==> config.mk <==
export PLATFORM = sky130hd
export DESIGN_NAME = tdm_port
export DESIGN_NICKNAME = d
export VERILOG_FILES = /design/src/tdm_port_pkg.sv /design/src/tdm_port.sv /design/src/sync_two_ff.sv
export SDC_FILE = /design/constraint.sdc
export NUM_CORES = 1
export LEC_CHECK = 0
export ABC_AREA = 1
export BUFFER_PORTS_ARGS = -buffer_cell sky130_fd_sc_hd__buf_2
export CAP_MARGIN = 20
export CORE_ASPECT_RATIO = 0.8
export CORE_UTILIZATION = 60
export CTS_CLUSTER_SIZE = 25
export DETAILED_ROUTE_END_ITERATION = 8
export GPL_TIMING_DRIVEN = 0
export PLACE_DENSITY = 0.85
export SLEW_MARGIN = 10
export SYNTH_ARGS = -nofsm -noshare
export SYNTH_HDL_FRONTEND = slang
export SYNTH_SLANG_ARGS = --single-unit
==> constraint.sdc <==
create_clock -name clk_i -period 18.9 [get_ports clk_i]
set_input_delay 0.945 -clock clk_i [delete_from_list [all_inputs] [get_ports clk_i]]
set_output_delay 0.945 -clock clk_i [all_outputs]
set_load 0.01 [all_outputs]
==> src/tdm_port_pkg.sv <==
// Shared constants, field layouts and carrier types of the TDM serial audio port.
package tdm_port_pkg;

  localparam int CLK_HZ       = 25_000_000;
  localparam int CHANNELS     = 8;
  localparam int SAMPLE_W     = 24;
  localparam int SLOT_BITS    = 32;
  localparam int FRAME_BITS   = 256;
  localparam int FS_HIGH_BITS = 128;

  // Sample-rate range limits of the speed modes, in kHz.
  localparam int SSM_MIN_KHZ = 2;
  localparam int SSM_MAX_KHZ = 54;
  localparam int DSM_MAX_KHZ = 108;
  localparam int QSM_MAX_KHZ = 216;

  // Frame periods, in system clocks, at the speed-mode boundaries.
  localparam int DSM_EDGE_CLKS = CLK_HZ / (SSM_MAX_KHZ * 1000);
  localparam int QSM_EDGE_CLKS = CLK_HZ / (DSM_MAX_KHZ * 1000);

  // Speed-select codes.
  localparam logic [1:0] SPEED_SSM   = 2'h0;
  localparam logic [1:0] SPEED_DSM   = 2'h1;
  localparam logic [1:0] SPEED_QSM   = 2'h2;
  localparam logic [1:0] SPEED_SLAVE = 2'h3;

  // System clocks per bit-clock phase in master role.
  localparam logic [2:0] PRESCALE_SSM = 3'h4;
  localparam logic [2:0] PRESCALE_DSM = 3'h2;
  localparam logic [2:0] PRESCALE_QSM = 3'h1;

  // Register byte offsets.
  localparam logic [3:0] GLOBAL_CTRL_OFS = 4'h0;
  localparam logic [3:0] STATUS_OFS      = 4'h4;
  localparam logic [3:0] FRAME_COUNT_OFS = 4'h8;

  // Global control fields.
  localparam int         CTRL_SPEED_LSB = 0;
  localparam int         CTRL_DUTY_BIT  = 2;
  localparam int         CTRL_XTAL_BIT  = 3;
  localparam int         CTRL_REG_BIT   = 7;
  localparam logic [7:0] CTRL_MASK      = 8'h8F;
  localparam logic [7:0] CTRL_RESET     = 8'h00;

  // Status fields.
  localparam int STAT_SPEED_LSB = 0;
  localparam int STAT_MASTER    = 2;
  localparam int STAT_REG_MODE  = 3;
  localparam int STAT_XTAL      = 4;
  localparam int STAT_LOCKED    = 5;

  typedef struct packed {
    logic       reg_mode;
    logic       crystal_sel;
    logic       duty_sel;
    logic [1:0] speed;
  } cfg_t;

  localparam cfg_t CFG_RESET = '{reg_mode: 1'b0, crystal_sel: 1'b0, duty_sel: 1'b0,
                                  speed: SPEED_SSM};

  typedef logic [CHANNELS-1:0][SAMPLE_W-1:0] frame_t;

endpackage

==> src/tdm_port.sv <==
// TDM serial audio output port with clock roles, speed modes and configuration source.
`timescale 1ns/1ns
// Function
// Master bit clock is 256 times Fs.
// Master frame sync high 128 bit clocks.
// Slave frame sync high 1 to 244.
// Three speed ranges split at 54, 108 kHz.
// Frame sync stable before bit-clock rise.
// Receiver samples data on rising edge.
// Duty 50 percent, or 33 when selected.
// Bit clock duty follows master clock; here the phase count alone fixes it.
// Slave master may use any ratio.
// Stand-alone takes configuration from straps only.
// Straps held stable during stand-alone use.
// Control mode repurposes four strap pins.
// Controller sets control bit 7 to enter.
// Register mode ignores straps, uses registers.
// Master clock from crystal or external.
// Crystal mode buffers crystal onto clock pin.
// Frame sync rise starts eight-channel frame.
// 32-cycle slots, left justified, MSB first.
// Codes 00,01,10 master speeds; 11 slave.
// Data changes on falling bit-clock edge.
// Trailing slot bits are driven zero.
module tdm_port
  import tdm_port_pkg::*;
(
  input  wire logic        clk_i,
  input  wire logic        reset_n_i,
  input  wire logic        ce_i,
  input  wire logic [3:0]  avs_address_i,
  input  wire logic        avs_read_i,
  input  wire logic        avs_write_i,
  input  wire logic [31:0] avs_writedata_i,
  input  wire logic [3:0]  avs_byteenable_i,
  output logic      [31:0] avs_readdata_o,
  output logic             avs_waitrequest_o,
  input  wire logic        speed_select_hi_i,
  input  wire logic        speed_select_lo_i,
  input  wire logic        duty_select_i,
  input  wire logic        crystal_enable_i,
  input  wire logic        crystal_input_i,
  output logic             crystal_drive_out_o,
  output logic             master_clock_o,
  output logic             master_clock_oe_o,
  input  wire logic        bit_clock_i,
  output logic             bit_clock_o,
  output logic             bit_clock_oe_o,
  input  wire logic        frame_sync_i,
  output logic             frame_sync_o,
  output logic             frame_sync_oe_o,
  output logic             tdm_audio_out_o,
  input  wire frame_t      sample_frame_i,
  output logic             frame_start_o,
  output logic             control_port_active_o
);

  logic [1:0]  rst_pipe_q;
  logic        rst_n;
  logic [3:0]  strap_s;
  logic [1:0]  link_s;
  logic        bclk_s;
  logic        fs_s;
  logic [7:0]  ctrl_q;
  cfg_t        cfg_d;
  cfg_t        cfg_q;
  logic        master;
  logic        ack_q;
  logic [31:0] rdata_d;
  logic [2:0]  prescale;
  logic [1:0]  phases;
  logic [2:0]  pre_q;
  logic [1:0]  phase_q;
  logic [1:0]  phase_d;
  logic        tick;
  logic        m_fall;
  logic        bclk_prev_q;
  logic        fs_rise_q;
  logic        s_rise;
  logic        s_fall;
  logic        s_frame;
  logic        fall_evt;
  logic        new_frame;
  logic [7:0]  bit_cnt_q;
  frame_t      frame_q;
  logic [4:0]  bit_pos;
  logic [4:0]  bit_sel;
  logic        bit_val;
  logic [15:0] period_q;
  logic [1:0]  det_speed_q;
  logic [1:0]  locked_q;
  logic [15:0] frames_q;

  // The reset is released through two flops so every flop on rst_n leaves reset on the same edge.
  always_ff @(posedge clk_i or negedge reset_n_i) begin
    if (!reset_n_i) begin
      rst_pipe_q <= 2'h0;
    end else begin
      rst_pipe_q <= {rst_pipe_q[0], 1'b1};
    end
  end
  assign rst_n = rst_pipe_q[1];

  sync_two_ff #(.W(4)) u_strap_sync (
    .clk_i   (clk_i),
    .rst_n_i (rst_n),
    .ce_i    (ce_i),
    .d_i     ({speed_select_hi_i, speed_select_lo_i, duty_select_i, crystal_enable_i}),
    .q_o     (strap_s)
  );

  sync_two_ff #(.W(2)) u_link_sync (
    .clk_i   (clk_i),
    .rst_n_i (rst_n),
    .ce_i    (ce_i),
    .d_i     ({bit_clock_i, frame_sync_i}),
    .q_o     (link_s)
  );
  assign bclk_s = link_s[1];
  assign fs_s   = link_s[0];

  // Straps steer the port until software sets the register-mode bit.
  always_comb begin
    if (ctrl_q[CTRL_REG_BIT]) begin
      cfg_d = '{reg_mode: 1'b1, crystal_sel: ctrl_q[CTRL_XTAL_BIT],
                duty_sel: ctrl_q[CTRL_DUTY_BIT],
                speed: ctrl_q[CTRL_SPEED_LSB +: 2]};
    end else begin
      cfg_d = '{reg_mode: 1'b0, crystal_sel: strap_s[0], duty_sel: strap_s[1],
                speed: strap_s[3:2]};
    end
  end

  always_ff @(posedge clk_i or negedge rst_n) begin
    if (!rst_n) begin
      cfg_q <= CFG_RESET;
    end else if (ce_i) begin
      cfg_q <= cfg_d;
    end
  end

  assign master                = (cfg_q.speed != SPEED_SLAVE);
  assign control_port_active_o = cfg_q.reg_mode;

  // The clock pin is a plain buffer path; it is not retimed, which would divide it.
  assign master_clock_o      = crystal_input_i & cfg_q.crystal_sel;
  assign master_clock_oe_o   = cfg_q.crystal_sel;
  assign crystal_drive_out_o = ~crystal_input_i & cfg_q.crystal_sel;

  // One wait cycle per access; the request is taken when ack_q is high.
  assign avs_waitrequest_o = (avs_read_i | avs_write_i) & ~(ack_q & ce_i);

  always_ff @(posedge clk_i or negedge rst_n) begin
    if (!rst_n) begin
      ack_q <= 1'b0;
    end else if (ce_i) begin
      ack_q <= (avs_read_i | avs_write_i) & ~ack_q;
    end
  end

  always_ff @(posedge clk_i or negedge rst_n) begin
    if (!rst_n) begin
      ctrl_q <= CTRL_RESET;
    end else if (ce_i && avs_write_i && ack_q && avs_byteenable_i[0] &&
                 avs_address_i == GLOBAL_CTRL_OFS) begin
      ctrl_q <= avs_writedata_i[7:0] & CTRL_MASK;
    end
  end

  always_comb begin
    rdata_d = 32'h0;
    case (avs_address_i)
      GLOBAL_CTRL_OFS: begin
        rdata_d[7:0] = ctrl_q;
      end
      STATUS_OFS: begin
        rdata_d[STAT_SPEED_LSB +: 2] = master ? cfg_q.speed : det_speed_q;
        rdata_d[STAT_MASTER]         = master;
        rdata_d[STAT_REG_MODE]       = cfg_q.reg_mode;
        rdata_d[STAT_XTAL]           = cfg_q.crystal_sel;
        rdata_d[STAT_LOCKED]         = master | locked_q[1];
      end
      FRAME_COUNT_OFS: begin
        rdata_d[15:0] = frames_q;
      end
      default: begin
        rdata_d = 32'h0;
      end
    endcase
  end

  always_ff @(posedge clk_i or negedge rst_n) begin
    if (!rst_n) begin
      avs_readdata_o <= 32'h0;
    end else if (ce_i && avs_read_i && !ack_q) begin
      avs_readdata_o <= rdata_d;
    end
  end

  // Master bit clock: high for one phase, low for one or two, so its edges sit on
  // system clock rising edges and its duty is set by the phase count alone.
  always_comb begin
    case (cfg_q.speed)
      SPEED_SSM: prescale = PRESCALE_SSM;
      SPEED_DSM: prescale = PRESCALE_DSM;
      default:   prescale = PRESCALE_QSM;
    endcase
  end
  assign phases = cfg_q.duty_sel ? 2'h3 : 2'h2;
  assign tick   = master && (pre_q == prescale - 3'h1);

  always_comb begin
    phase_d = phase_q;
    if (!master) begin
      phase_d = 2'h0;
    end else if (tick) begin
      phase_d = (phase_q == phases - 2'h1) ? 2'h0 : phase_q + 2'h1;
    end
  end
  assign m_fall = tick && (phase_q == 2'h0);

  always_ff @(posedge clk_i or negedge rst_n) begin
    if (!rst_n) begin
      pre_q       <= 3'h0;
      phase_q     <= 2'h0;
      bit_clock_o <= 1'b0;
    end else if (ce_i) begin
      pre_q       <= (!master || tick) ? 3'h0 : pre_q + 3'h1;
      phase_q     <= phase_d;
      bit_clock_o <= master && (phase_d == 2'h0);
    end
  end

  always_ff @(posedge clk_i or negedge rst_n) begin
    if (!rst_n) begin
      bit_clock_oe_o  <= 1'b0;
      frame_sync_oe_o <= 1'b0;
    end else if (ce_i) begin
      bit_clock_oe_o  <= master;
      frame_sync_oe_o <= master;
    end
  end

  // Slave edges come from the synchronised bit clock; frame sync is judged at its rise.
  assign s_rise  = !master && bclk_s && !bclk_prev_q;
  assign s_fall  = !master && !bclk_s && bclk_prev_q;
  assign s_frame = s_rise && fs_s && !fs_rise_q;

  always_ff @(posedge clk_i or negedge rst_n) begin
    if (!rst_n) begin
      bclk_prev_q <= 1'b0;
      fs_rise_q   <= 1'b0;
    end else if (ce_i) begin
      bclk_prev_q <= bclk_s;
      if (s_rise) begin
        fs_rise_q <= fs_s;
      end
    end
  end

  assign fall_evt  = m_fall || s_fall;
  assign new_frame = master ? (m_fall && bit_cnt_q == 8'hFF) : s_frame;

  // Bit index within the frame: slot in the top three bits, position in the low five.
  assign bit_pos = bit_cnt_q[4:0];
  assign bit_sel = 5'(SAMPLE_W - 1) - bit_pos;
  assign bit_val = (bit_pos < 5'(SAMPLE_W)) ? frame_q[bit_cnt_q[7:5]][bit_sel] : 1'b0;

  always_ff @(posedge clk_i or negedge rst_n) begin
    if (!rst_n) begin
      bit_cnt_q       <= 8'h00;
      tdm_audio_out_o <= 1'b0;
    end else if (ce_i) begin
      if (fall_evt) begin
        bit_cnt_q       <= bit_cnt_q + 8'h01;
        tdm_audio_out_o <= bit_val;
      end else if (s_frame) begin
        bit_cnt_q <= 8'h00;
      end
    end
  end

  // The frame sync rises one bit ahead of the first MSB, on the same falling edge.
  always_ff @(posedge clk_i or negedge rst_n) begin
    if (!rst_n) begin
      frame_sync_o <= 1'b0;
    end else if (ce_i) begin
      if (!master) begin
        frame_sync_o <= 1'b0;
      end else if (m_fall) begin
        frame_sync_o <= ((bit_cnt_q + 8'h01) < 8'(FS_HIGH_BITS));
      end
    end
  end

  always_ff @(posedge clk_i or negedge rst_n) begin
    if (!rst_n) begin
      frame_q       <= '0;
      frame_start_o <= 1'b0;
      frames_q      <= 16'h0000;
    end else if (ce_i) begin
      frame_start_o <= new_frame;
      if (new_frame) begin
        frame_q  <= sample_frame_i;
        frames_q <= frames_q + 16'h0001;
      end
    end
  end

  // Slave speed detection from the frame period; any bit-clock ratio is accepted.
  always_ff @(posedge clk_i or negedge rst_n) begin
    if (!rst_n) begin
      period_q    <= 16'h0000;
      det_speed_q <= SPEED_SSM;
      locked_q    <= 2'h0;
    end else if (ce_i) begin
      if (master) begin
        period_q <= 16'h0000;
        locked_q <= 2'h0;
      end else if (s_frame) begin
        period_q <= 16'h0001;
        locked_q <= {locked_q[0], 1'b1};
        if (period_q >= 16'(DSM_EDGE_CLKS)) begin
          det_speed_q <= SPEED_SSM;
        end else if (period_q >= 16'(QSM_EDGE_CLKS)) begin
          det_speed_q <= SPEED_DSM;
        end else begin
          det_speed_q <= SPEED_QSM;
        end
      end else if (period_q != 16'hFFFF) begin
        period_q <= period_q + 16'h0001;
      end
    end
  end

  // Helper state read only by the checks below.
  logic [1:0] settle_q;
  logic [8:0] hi_run_q;
  logic [8:0] fall_run_q;
  logic [3:0] lvl_run_q;
  logic [3:0] hi_last_q;
  logic       settled;
  logic       msb_now;

  assign settled = (settle_q == 2'h3);
  assign msb_now = frame_q[bit_cnt_q[7:5]][SAMPLE_W-1];

  always_ff @(posedge clk_i or negedge rst_n) begin
    if (!rst_n) begin
      settle_q   <= 2'h0;
      hi_run_q   <= 9'h000;
      fall_run_q <= 9'h000;
      lvl_run_q  <= 4'h0;
      hi_last_q  <= 4'h0;
    end else if (ce_i) begin
      if (cfg_d != cfg_q) begin
        settle_q <= 2'h0;
      end else if (new_frame && !settled) begin
        settle_q <= settle_q + 2'h1;
      end
      if (m_fall) begin
        hi_run_q   <= frame_sync_o ? hi_run_q + 9'h001 : 9'h000;
        fall_run_q <= (bit_cnt_q == 8'hFF) ? 9'h001 : fall_run_q + 9'h001;
      end
      lvl_run_q <= ((master && phase_d == 2'h0) != bit_clock_o) ? 4'h1 : lvl_run_q + 4'h1;
      if (bit_clock_o && !(master && phase_d == 2'h0)) begin
        hi_last_q <= lvl_run_q;
      end
    end
  end
endmodule

==> src/sync_two_ff.sv <==
// Two flip-flop synchroniser for signals from outside the clock domain.
`timescale 1ns/1ns
module sync_two_ff #(
  parameter int W = 1
) (
  input  wire logic         clk_i,
  input  wire logic         rst_n_i,
  input  wire logic         ce_i,
  input  wire logic [W-1:0] d_i,
  output logic      [W-1:0] q_o
);
  logic [W-1:0] meta_q;

  always_ff @(posedge clk_i or negedge rst_n_i) begin
    if (!rst_n_i) begin
      meta_q <= '0;
      q_o    <= '0;
    end else if (ce_i) begin
      meta_q <= d_i;
      q_o    <= meta_q;
    end
  end
endmodule

### After elaboration in Yosys (flattened, before gate mapping)

Cells that the tools add are included.

| storage, ports and cells | value |
|---|---|
| RAM bits | 0 |
| logic and storage cells | 134 |
| output and inout bits | 43 |
| latch bits | 0 |
| bits of input ports | 244 |
| memories kept | 0 |
| register bits | 289 |
| bits in read-only memories | 0 |

| cells by class | value |
|---|---|
| muxes and demuxes | 28 |
| magnitude comparators | 6 |
| bitwise gates (word level) | 11 |
| reduce and logical (&&, ||, !) cells | 38 |
| equality and inequality tests | 9 |
| $add $sub $neg | 8 |
| multipliers | 0 |
| divide/modulo/power cells | 0 |
| shift operators | 0 |

Operators by type and width:

| kind | number |
|---|---|
| $bmux 24 s3 | 1 |
| $mux 16 | 3 |
| $add 16x1->16 const B | 2 |
| $mux 24 | 1 |
| $mux 8 | 3 |
| $pmux 6 s3 | 1 |
| $ge 16x8->1 const B | 1 |
| $ge 16x9->1 const B | 1 |
| $logic_and 1x1->1 | 16 |
| $mux 2 | 8 |
| $ne 16x16->1 const B | 1 |
| $reduce_and 2->1 | 7 |
| $add 8x1->8 const B | 1 |
| $eq 8x8->1 const B | 1 |
| $lt 8x8->1 const B | 1 |
| $logic_not 2->1 | 3 |
| $lt 5x6->1 const B | 1 |
| $mux 1 | 6 |
| $pmux 3 s2 | 1 |
| $and 1x1->1 | 5 |
| $bmux 1 s5 | 1 |
| $logic_not 1->1 | 5 |
| $lt 5x5->1 const B | 1 |
| $mux 5 | 1 |
| 22 further kinds | 28 |

### Logic depth before layout (Yosys ltp)

Gate-level depths: netlist (run 1).

| logic depth | value |
|---|---|
| word-level depth | 9 |
| depth in mapped cells | 16 |
| depth with buffers taken out | 14 |

### Hierarchy

From an unflattened synthesis (run 1), not the netlist that was laid out.

| unflattened totals | value |
|---|---|
| cell total of the unflattened synthesis | 1788 |
| area total of the unflattened synthesis | 13962.1 µm² |

Modules (own cells, without submodules):

| module | instances | sequential area each (µm²) | area each (µm²) | cells each |
|---|---|---|---|---|
| tdm_port | 1 | 6931.6 | 13508.0 | 1737 |
| sync_two_ff (u_strap_sync) | 1 | 200.2 | 305.3 | 34 |
| sync_two_ff (u_link_sync) | 1 | 100.1 | 148.9 | 17 |

### Worst setup path before layout (run 1)

OpenSTA, ideal clock, no wires.

| timing | value |
|---|---|
| kind | input-to-output |
| from | input port ce_i |
| to | output port avs_waitrequest_o |
| buffers on the path | 3 |
| path slack | 16059 ps |
| stages | 4 |
| arrival time | 1896 ps |
| cell sequence | clkbuf_1 -> clkbuf_1 -> clkbuf_1 -> a21oi_1 |

| between the ends | value |
|---|---|
| longest elaborated chain between the ends | 3 |

Ends and longest elaborated chain:

| item | line | text |
|---|---|---|
| start: declaration | tdm_port.sv:30 | `input wire logic ce_i,` |
| $and 1x1->1 | tdm_port.sv:151 | `assign avs_waitrequest_o = (avs_read_i \| avs_write_i) & ~(ack_q & ce_i);` |
| $not 1->1 | tdm_port.sv:151 |  |
| $and 1x1->1 | tdm_port.sv:151 |  |
| end: declaration | tdm_port.sv:37 | `output logic avs_waitrequest_o,` |

Every way passes these cells.

### Worst setup path after layout (run 1)

Same ends and word-level chain as after synthesis.

==> flow_summary.json, run 1 <==
{
  "fmax_mhz": 281,
  "max-vdd-ir-drop_uv": 93.3,
  "seq_area_frac_synth_pct": 51.2,
  "status": "completed",
  "syn-mean-instance-area_um2": 7.85,
  "clkTransAtPathRegs_ps": 60,
  "overflow": 0,
  "synth_area_leader_cell": "dfrtp_1",
  "r2r_slack_ps": 16300,
  "start_kind": "input pin",
  "die_area_mm2": 0.0242,
  "route.detailed.drc": 0,
  "drv_cap": 0,
  "clock_path_buffers": 3,
  "startpoint": "ce_i",
  "dp_hpwl_um": 31700,
  "clk_latency_ps": 550,
  "syn-instance-count": 1799,
  "totalNegativeSetupSlack_ps": 0,
  "ys.warnings.count": 0,
  "drv_slew": 0,
  "ios": 287,
  "ys_async_sr_fraction_pct": 100,
  "p_total_mw": 2.09,
  "grt_pass1_vias": 13200,
  "regArea_mm2": 0.00724,
  "r2r_start": "period_q[1]$_DFFE_PN0P_",
  "r2r-end": "period_q[1]$_DFFE_PN0P_",
  "fin_skew_ps": 14.6,
  "ys_seq_elements": 289,
  "vias": 13500,
  "grt_antenna_before_repair": 1,
  "tightest_slew_ps": 929,
  "finalCriticalPeriod_ps": 3550,
  "crit_top_cell": "clkbuf_1",
  "dieWidth_um": 174,
  "synthFlopType": "dfrtp_1",
  "cts_sinks": 289,
  "ant_nets": 0,
  "hold_buffers": 0,
  "worstPathMaxFanout": 10,
  "crit_chain": "clkbuf_1 > clkbuf_1 > clkbuf_1 > a21oi_1 > buf_2",
  "coreArea_mm2": 0.0228,
  "avgViaCountPerCell": 5.60,
  "fillers": 1767,
  "synth_area_mm2": 0.0141,
  "synth_edf_count": 0,
  "start_util_pct": 61.9,
  "relSlewSlack_pct": 37.3,
  "fin_crit_sh_pct": 18.8,
  "setup_viol": 0,
  "wl_per_cell_um": 17.9,
  "path_class": "in2out",
  "grt_usage_pct": 36.6,
  "p_per_area_mw_per_mm2": 124,
  "io_buffers": 239,
  "slowest_delay_ps": 470,
  "cp_data_required_time_ps": 17950,
  "cts-resized-gates": 0,
  "cp.arrival_ps": 2610,
  "yosysTopAreaCellShare_pct": 51.2,
  "drt-initial-drc-count": 1427,
  "cts_tree": "built",
  "cts_root_buffer": "clkbuf_16",
  "cts_max_level": 1,
  "synth.distinct_cells": 45,
  "drive_gt1_share_pct": 17.6,
  "dr.pass1.iters": 6,
  "rr_worst_depth": 6,
  "area_growth_pct": 19.3,
  "synthTopCellsByArea": "dfrtp_1 51%, nand2_1 20%, nand3_1 5.7%",
  "die_h_um": 139,
  "final_net_count": 2340,
  "multi_input_area_mm2": 0.00572,
  "totalWireLength_um": 43300,
  "cts_buffers": 29,
  "setup.worst_path.end_class": "primary output",
  "finalHoldViolCount": 0,
  "grt_pass1_wl_um": 68700,
  "p_leak_nw": 8.81,
  "num_rows": 49,
  "post-cts-setup-buffers": 0,
  "grt_max_degree": 65,
  "rsz0062_at_grt": "no",
  "gp_congestion": 0.946,
  "hp-class": "in2async",
  "critPathSlowestCell": "clkbuf_1"
}
## cell usage after synthesis (12+ instances only)
cell      instances
nor2_1           36
nand3_1         161
inv_1           148
xor2_1           28
buf_2            30
nor3_1           14
o22ai_1          12
nand2_1         738
clkbuf_1         46
a21oi_1          39
dfrtp_1         289
buf_4            18
o211ai_1         12
o21ai_0         133
buf_6            14
## stage by stage
stage / hold slack [ps] / area, um^2 / utilization [%] / std cells / setup slack, ps
after floorplan: 331 / 14200 / - / 1814 / 10250
after global placement: 338 / 15800 / 69.1 / 2359 / 7250
after detailed placement: 207 / 15900 / 69.7 / 2364 / 15460
after CTS: 164 / 16800 / 73.9 / 2414 / 15410
after global routing: 169 / 16800 / 73.9 / 2415 / 15270
final: 175 / 16800 / 73.9 / 2415 / 15350
## report_power, final
part | switching (mW) | internal (mW)
logic | 0.405 | 0.207
registers | 0.101 | 0.798
clock network | 0.245 | 0.339
## worst max-delay path, delay by kind of cell
| kind | cells | cell delay [ps] |
|---|---|---|
| compound gates | 1 | 190 |
| buf+inv | 4 | 1460 |
## worst max-delay path by stage
stage | depth (start not counted) | slack (ps) | end
3_5_place_dp | 5 | 15460 | avs_waitrequest_o
2_1_floorplan | 0 | 10250 | ack_q$_DFFE_PN0P_
4_1_cts | 5 | 15410 | avs_waitrequest_o
6_report | 5 | 15350 | avs_waitrequest_o
3_3_place_gp | 0 | 7250 | avs_readdata_o[14]$_DFFE_PN0P_
5_1_grt | 5 | 15270 | avs_waitrequest_o
## cell usage in the layout, fill, tap and decap left out, types with 4 or more instances in the layout
cell	n
conb_1	17
mux2_2	5
buf_6	14
nand2_1	738
buf_16	5
clkbuf_16	29
o41ai_1	5
buf_1	5
nor3_1	14
a21oi_1	39
nor2_1	36
o22ai_1	12
nand3_1	161
clkbuf_1	52
buf_4	18
o211ai_1	12
nor4_1	4
ha_1	7
inv_1	148
clkbuf_8	8
dfrtp_1	288
nand4_1	9
o21ai_0	133
o31ai_1	10
xor2_1	28
buf_2	269
o21ai_1	5
## state kept, by name, indices dropped and copies added, names as in the netlist, 2 cells and up
name	cells
frame_q	192
bit_cnt_q	8
pre_q	3
ctrl_q	5
period_q	16
locked_q	2
det_speed_q	2
rst_pipe_q	2
u_link_sync.q_o	2
frames_q	16
u_link_sync.meta_q	2
u_strap_sync.meta_q	4
phase_q	2
avs_readdata_o	16
u_strap_sync.q_o	4
cfg_q	3
## cell type report
cell class / count / share of cell area [%]
Inverter: 153 / 3.41
Antenna cell: 1 / 0.0149
Sequential cell: 289 / 43.0
Timing Repair Buffer: 244 / 7.92
Multi-Input combinational cell: 1258 / 33.9
Buffer: 114 / 3.85
Clock inverter: 7 / 0.535
Clock buffer: 43 / 5.10
Tap cell: 306 / 2.27
## cells by family after synthesis
group,Yosys count,synth area share (%)
AND/OR/NAND/NOR,974,28.4
flip-flops,289,51.2
buffers and inverters,267,8.67
AO/OA/AOI/OAI,225,8.82
XOR/XNOR,30,1.86
adder cells (fa/ha/maj),7,0.620
multiplexers,5,0.399
other,2,0.0532
## routing by layer
layer | GRT usage, % | vias up | routed length, um
li1 | - | 6285 | -
met5 | 0 | - | 0
met4 | 13.0 | 0 | 1430
met1 | 53.0 | 6357 | 18700
met2 | 55.4 | 772 | 19000
met3 | 6.63 | 107 | 4230
Note: power is estimated with default switching activity, not from simulation.
==> run 2, diff against run 1 <==
--- a/config.mk
+++ b/config.mk
@@ -9,11 +9,11 @@
 export BUFFER_PORTS_ARGS = -buffer_cell sky130_fd_sc_hd__buf_2
 export CAP_MARGIN = 20
 export CORE_ASPECT_RATIO = 0.8
-export CORE_UTILIZATION = 60
+export CORE_UTILIZATION = 56
 export CTS_CLUSTER_SIZE = 25
 export DETAILED_ROUTE_END_ITERATION = 8
 export GPL_TIMING_DRIVEN = 0
-export PLACE_DENSITY = 0.85
+export PLACE_DENSITY = 0.8
 export SLEW_MARGIN = 10
 export SYNTH_ARGS = -nofsm -noshare
 export SYNTH_HDL_FRONTEND = slang
==> constraint.sdc (replaced) <==
create_clock -name clk_i -period 3.7 [get_ports clk_i]
set_input_delay 0.185 -clock clk_i [delete_from_list [all_inputs] [get_ports clk_i]]
set_output_delay 0.185 -clock clk_i [all_outputs]
set_load 0.01 [all_outputs]
==> run 2 against run 1 <==
  * The run now ends with design-rule violations left
  * Core utilization is 3.5 points higher
  * First-iteration DRC count is 20% higher
  * Via count is 11% higher
  * Sequential share of layout area is 4.9 points lower
  * Flip-flop and latch count stayed put
  * Combinational power grew to 5.5 times the previous value
  * Worst hold slack worse by 150 ps
  * Critical path type is now reg2reg
==> flow_summary.json, run 2 (synthesis results as in run 1) <==
{
  "cts_buffers": 29,
  "layout_commonest_cell": "nand2_1",
  "wl_per_cell_um": 19.0,
  "setup_ws_ps": 1090,
  "critPathSlowestCell": "dfrtp_1",
  "grt_usage_pct": 38.9,
  "drv_slew": 0,
  "avgViaCountPerCell": 5.69,
  "hold_start": "avs_address_i[3]",
  "vias": 15000,
  "setup_viol": 0,
  "grt_max_degree": 66,
  "ant_nets": 0,
  "dp_slack_ps": 1170,
  "finalHoldViolCount": 0,
  "dp_hpwl_um": 31800,
  "layout_common_cells": "738 x nand2_1, 288 x dfrtp_1, 269 x buf_2, 206 x dlygate4sd3_1, 161 x nand3_1",
  "final_net_count": 2546,
  "rr_worst_depth": 10,
  "holdPathEnd": "avs_readdata_o[7]$_DFFE_PN0P_",
  "totalWireLength_um": 50100,
  "route.detailed.drc": 18,
  "max-vdd-ir-drop_uv": 563,
  "fin_skew_ps": 12.7,
  "grt_antenna_before_repair": 2,
  "num_rows": 51,
  "cp.arrival_ps": 3020,
  "violations": "design-rule violations",
  "r2r_start": "bit_cnt_q[0]$_DFFE_PN0P_",
  "ios": 287,
  "cts_root_buffer": "clkbuf_16",
  "tightest_slew_ps": 948,
  "post-cts-setup-buffers": 0,
  "clkTransAtPathRegs_ps": 60,
  "multi_input_area_mm2": 0.00572,
  "clock_path_buffers": 3,
  "path_class": "reg2reg",
  "dr.pass1.iters": 9,
  "gp_congestion": 0.962,
  "drive_gt1_share_pct": 16.1,
  "grt_pass1_wl_um": 77700,
  "grt_pass1_vias": 15000,
  "p_leak_nw": 9.70,
  "rsz0062_at_grt": "no",
  "coreArea_mm2": 0.0246,
  "regArea_mm2": 0.00724,
  "fin_crit_sh_pct": 70.6,
  "die_h_um": 144,
  "status": "complete, but fails checks",
  "fmax_mhz": 383,
  "start_util_pct": 57.5,
  "hp-class": "in2reg",
  "dieWidth_um": 180,
  "overflow": 0,
  "die_area_mm2": 0.0259,
  "dp_cells": 2376,
  "start_kind": "flip-flop",
  "cts-resized-gates": 0,
  "fin_cells": 2636,
  "worstPathMaxFanout": 10,
  "area_growth_pct": 34.6,
  "r2r-end": "frame_q[32]$_DFFE_PN0P_",
  "drt-initial-drc-count": 1715,
  "largest_reg_flops": 192,
  "holdPathStages": 4,
  "cp_data_required_time_ps": 4110,
  "largest_register": "frame_q",
  "io_buffers": 239,
  "clk_latency_ps": 560,
  "cts_max_level": 1,
  "fillers": 1610,
  "r2r_slack_ps": 1090,
  "setup.worst_path.end_class": "flip-flop",
  "p_per_area_mw_per_mm2": 591,
  "cts_sinks": 289,
  "crit_top_cell": "nand2_1",
  "relSlewSlack_pct": 36.0,
  "cts_tree": "built",
  "drv_cap": 0,
  "slowest_delay_ps": 510,
  "finalCriticalPeriod_ps": 2610,
  "crit_chain": "ha_1 > nand3_1 > nor2_1 > nand2_1 > nor4_1 > nand2_1 > nand2_2 > buf_2 > clkbuf_1 > o21ai_0"
}
[run 2: area by class of cell]
cell class / instances / area share (%)
Sequential cell: 289 / 38.1
Multi-Input combinational cell: 1258 / 30.1
Timing Repair Buffer: 450 / 17.8
Clock buffer: 38 / 4.16
Buffer: 114 / 3.42
Inverter: 153 / 3.02
Tap cell: 318 / 2.09
Clock inverter: 15 / 1.28
Antenna cell: 1 / 0.0132
[run 2: metal layers]
layer  GRT usage (%)  routed length [um]
met2            63.2               22400
met5               0                  11
met4            17.6                2320
met1            50.2               19500
met3            9.24                5860
[run 2: worst max-delay path by stage]
stage,start,end
global route,bit_cnt_q[1]$_DFFE_PN0P_,frame_q[49]$_DFFE_PN0P_
finish,bit_cnt_q[0]$_DFFE_PN0P_,frame_q[32]$_DFFE_PN0P_
CTS,period_q[1]$_DFFE_PN0P_,period_q[1]$_DFFE_PN0P_
floorplan,rst_pipe_q[1]$_DFF_PN0_,ack_q$_DFFE_PN0P_
global placement,rst_pipe_q[1]$_DFF_PN0_,avs_readdata_o[8]$_DFFE_PN0P_
detailed placement,period_q[1]$_DFFE_PN0P_,period_q[1]$_DFFE_PN0P_
[run 2: per-stage QoR]
stage	hold WS, ps	util [%]	instance area [um^2]	power, mW	setup TNS, ps
after floorplan	-111	-	14200	6.51	0
after global placement	-29.3	64.2	15800	7.47	-41050
after detailed placement	-27.7	64.7	15900	7.62	0
after CTS	1.38	77.3	19000	11.0	0
after global routing	48.6	77.3	19000	11.7	0
final	21.3	77.3	19000	11.2	0
[run 2: timing repair]
| action | in CTS | in global routing |
|---|---|---|
| endpoints found under the setup margin | 0 | 0 |
| hold buffers | 206 | 0 |
| endpoints found under the hold margin | 206 | 0 |
[run 2: report_power, final]
| group | internal, mW | switching (mW) | leakage [nW] | total [mW] |
|---|---|---|---|---|
| logic | 1.20 | 2.17 | 5.61 | 3.37 |
| registers | 4.07 | 0.546 | 3.60 | 4.62 |
| clock network | 1.93 | 1.31 | 0.496 | 3.24 |
| total | 7.20 | 4.03 | 9.70 | 11.2 |
[run 2: worst max-delay path, delay by kind of cell, from the launching register on]
family | cells | cell delay, ps
AOI/OAI and AO/OA | 1 | 170
and+or+nand+nor | 6 | 880
buffers and inverters | 2 | 660
adders and majority gates | 1 | 240
DFF | 1 | 510
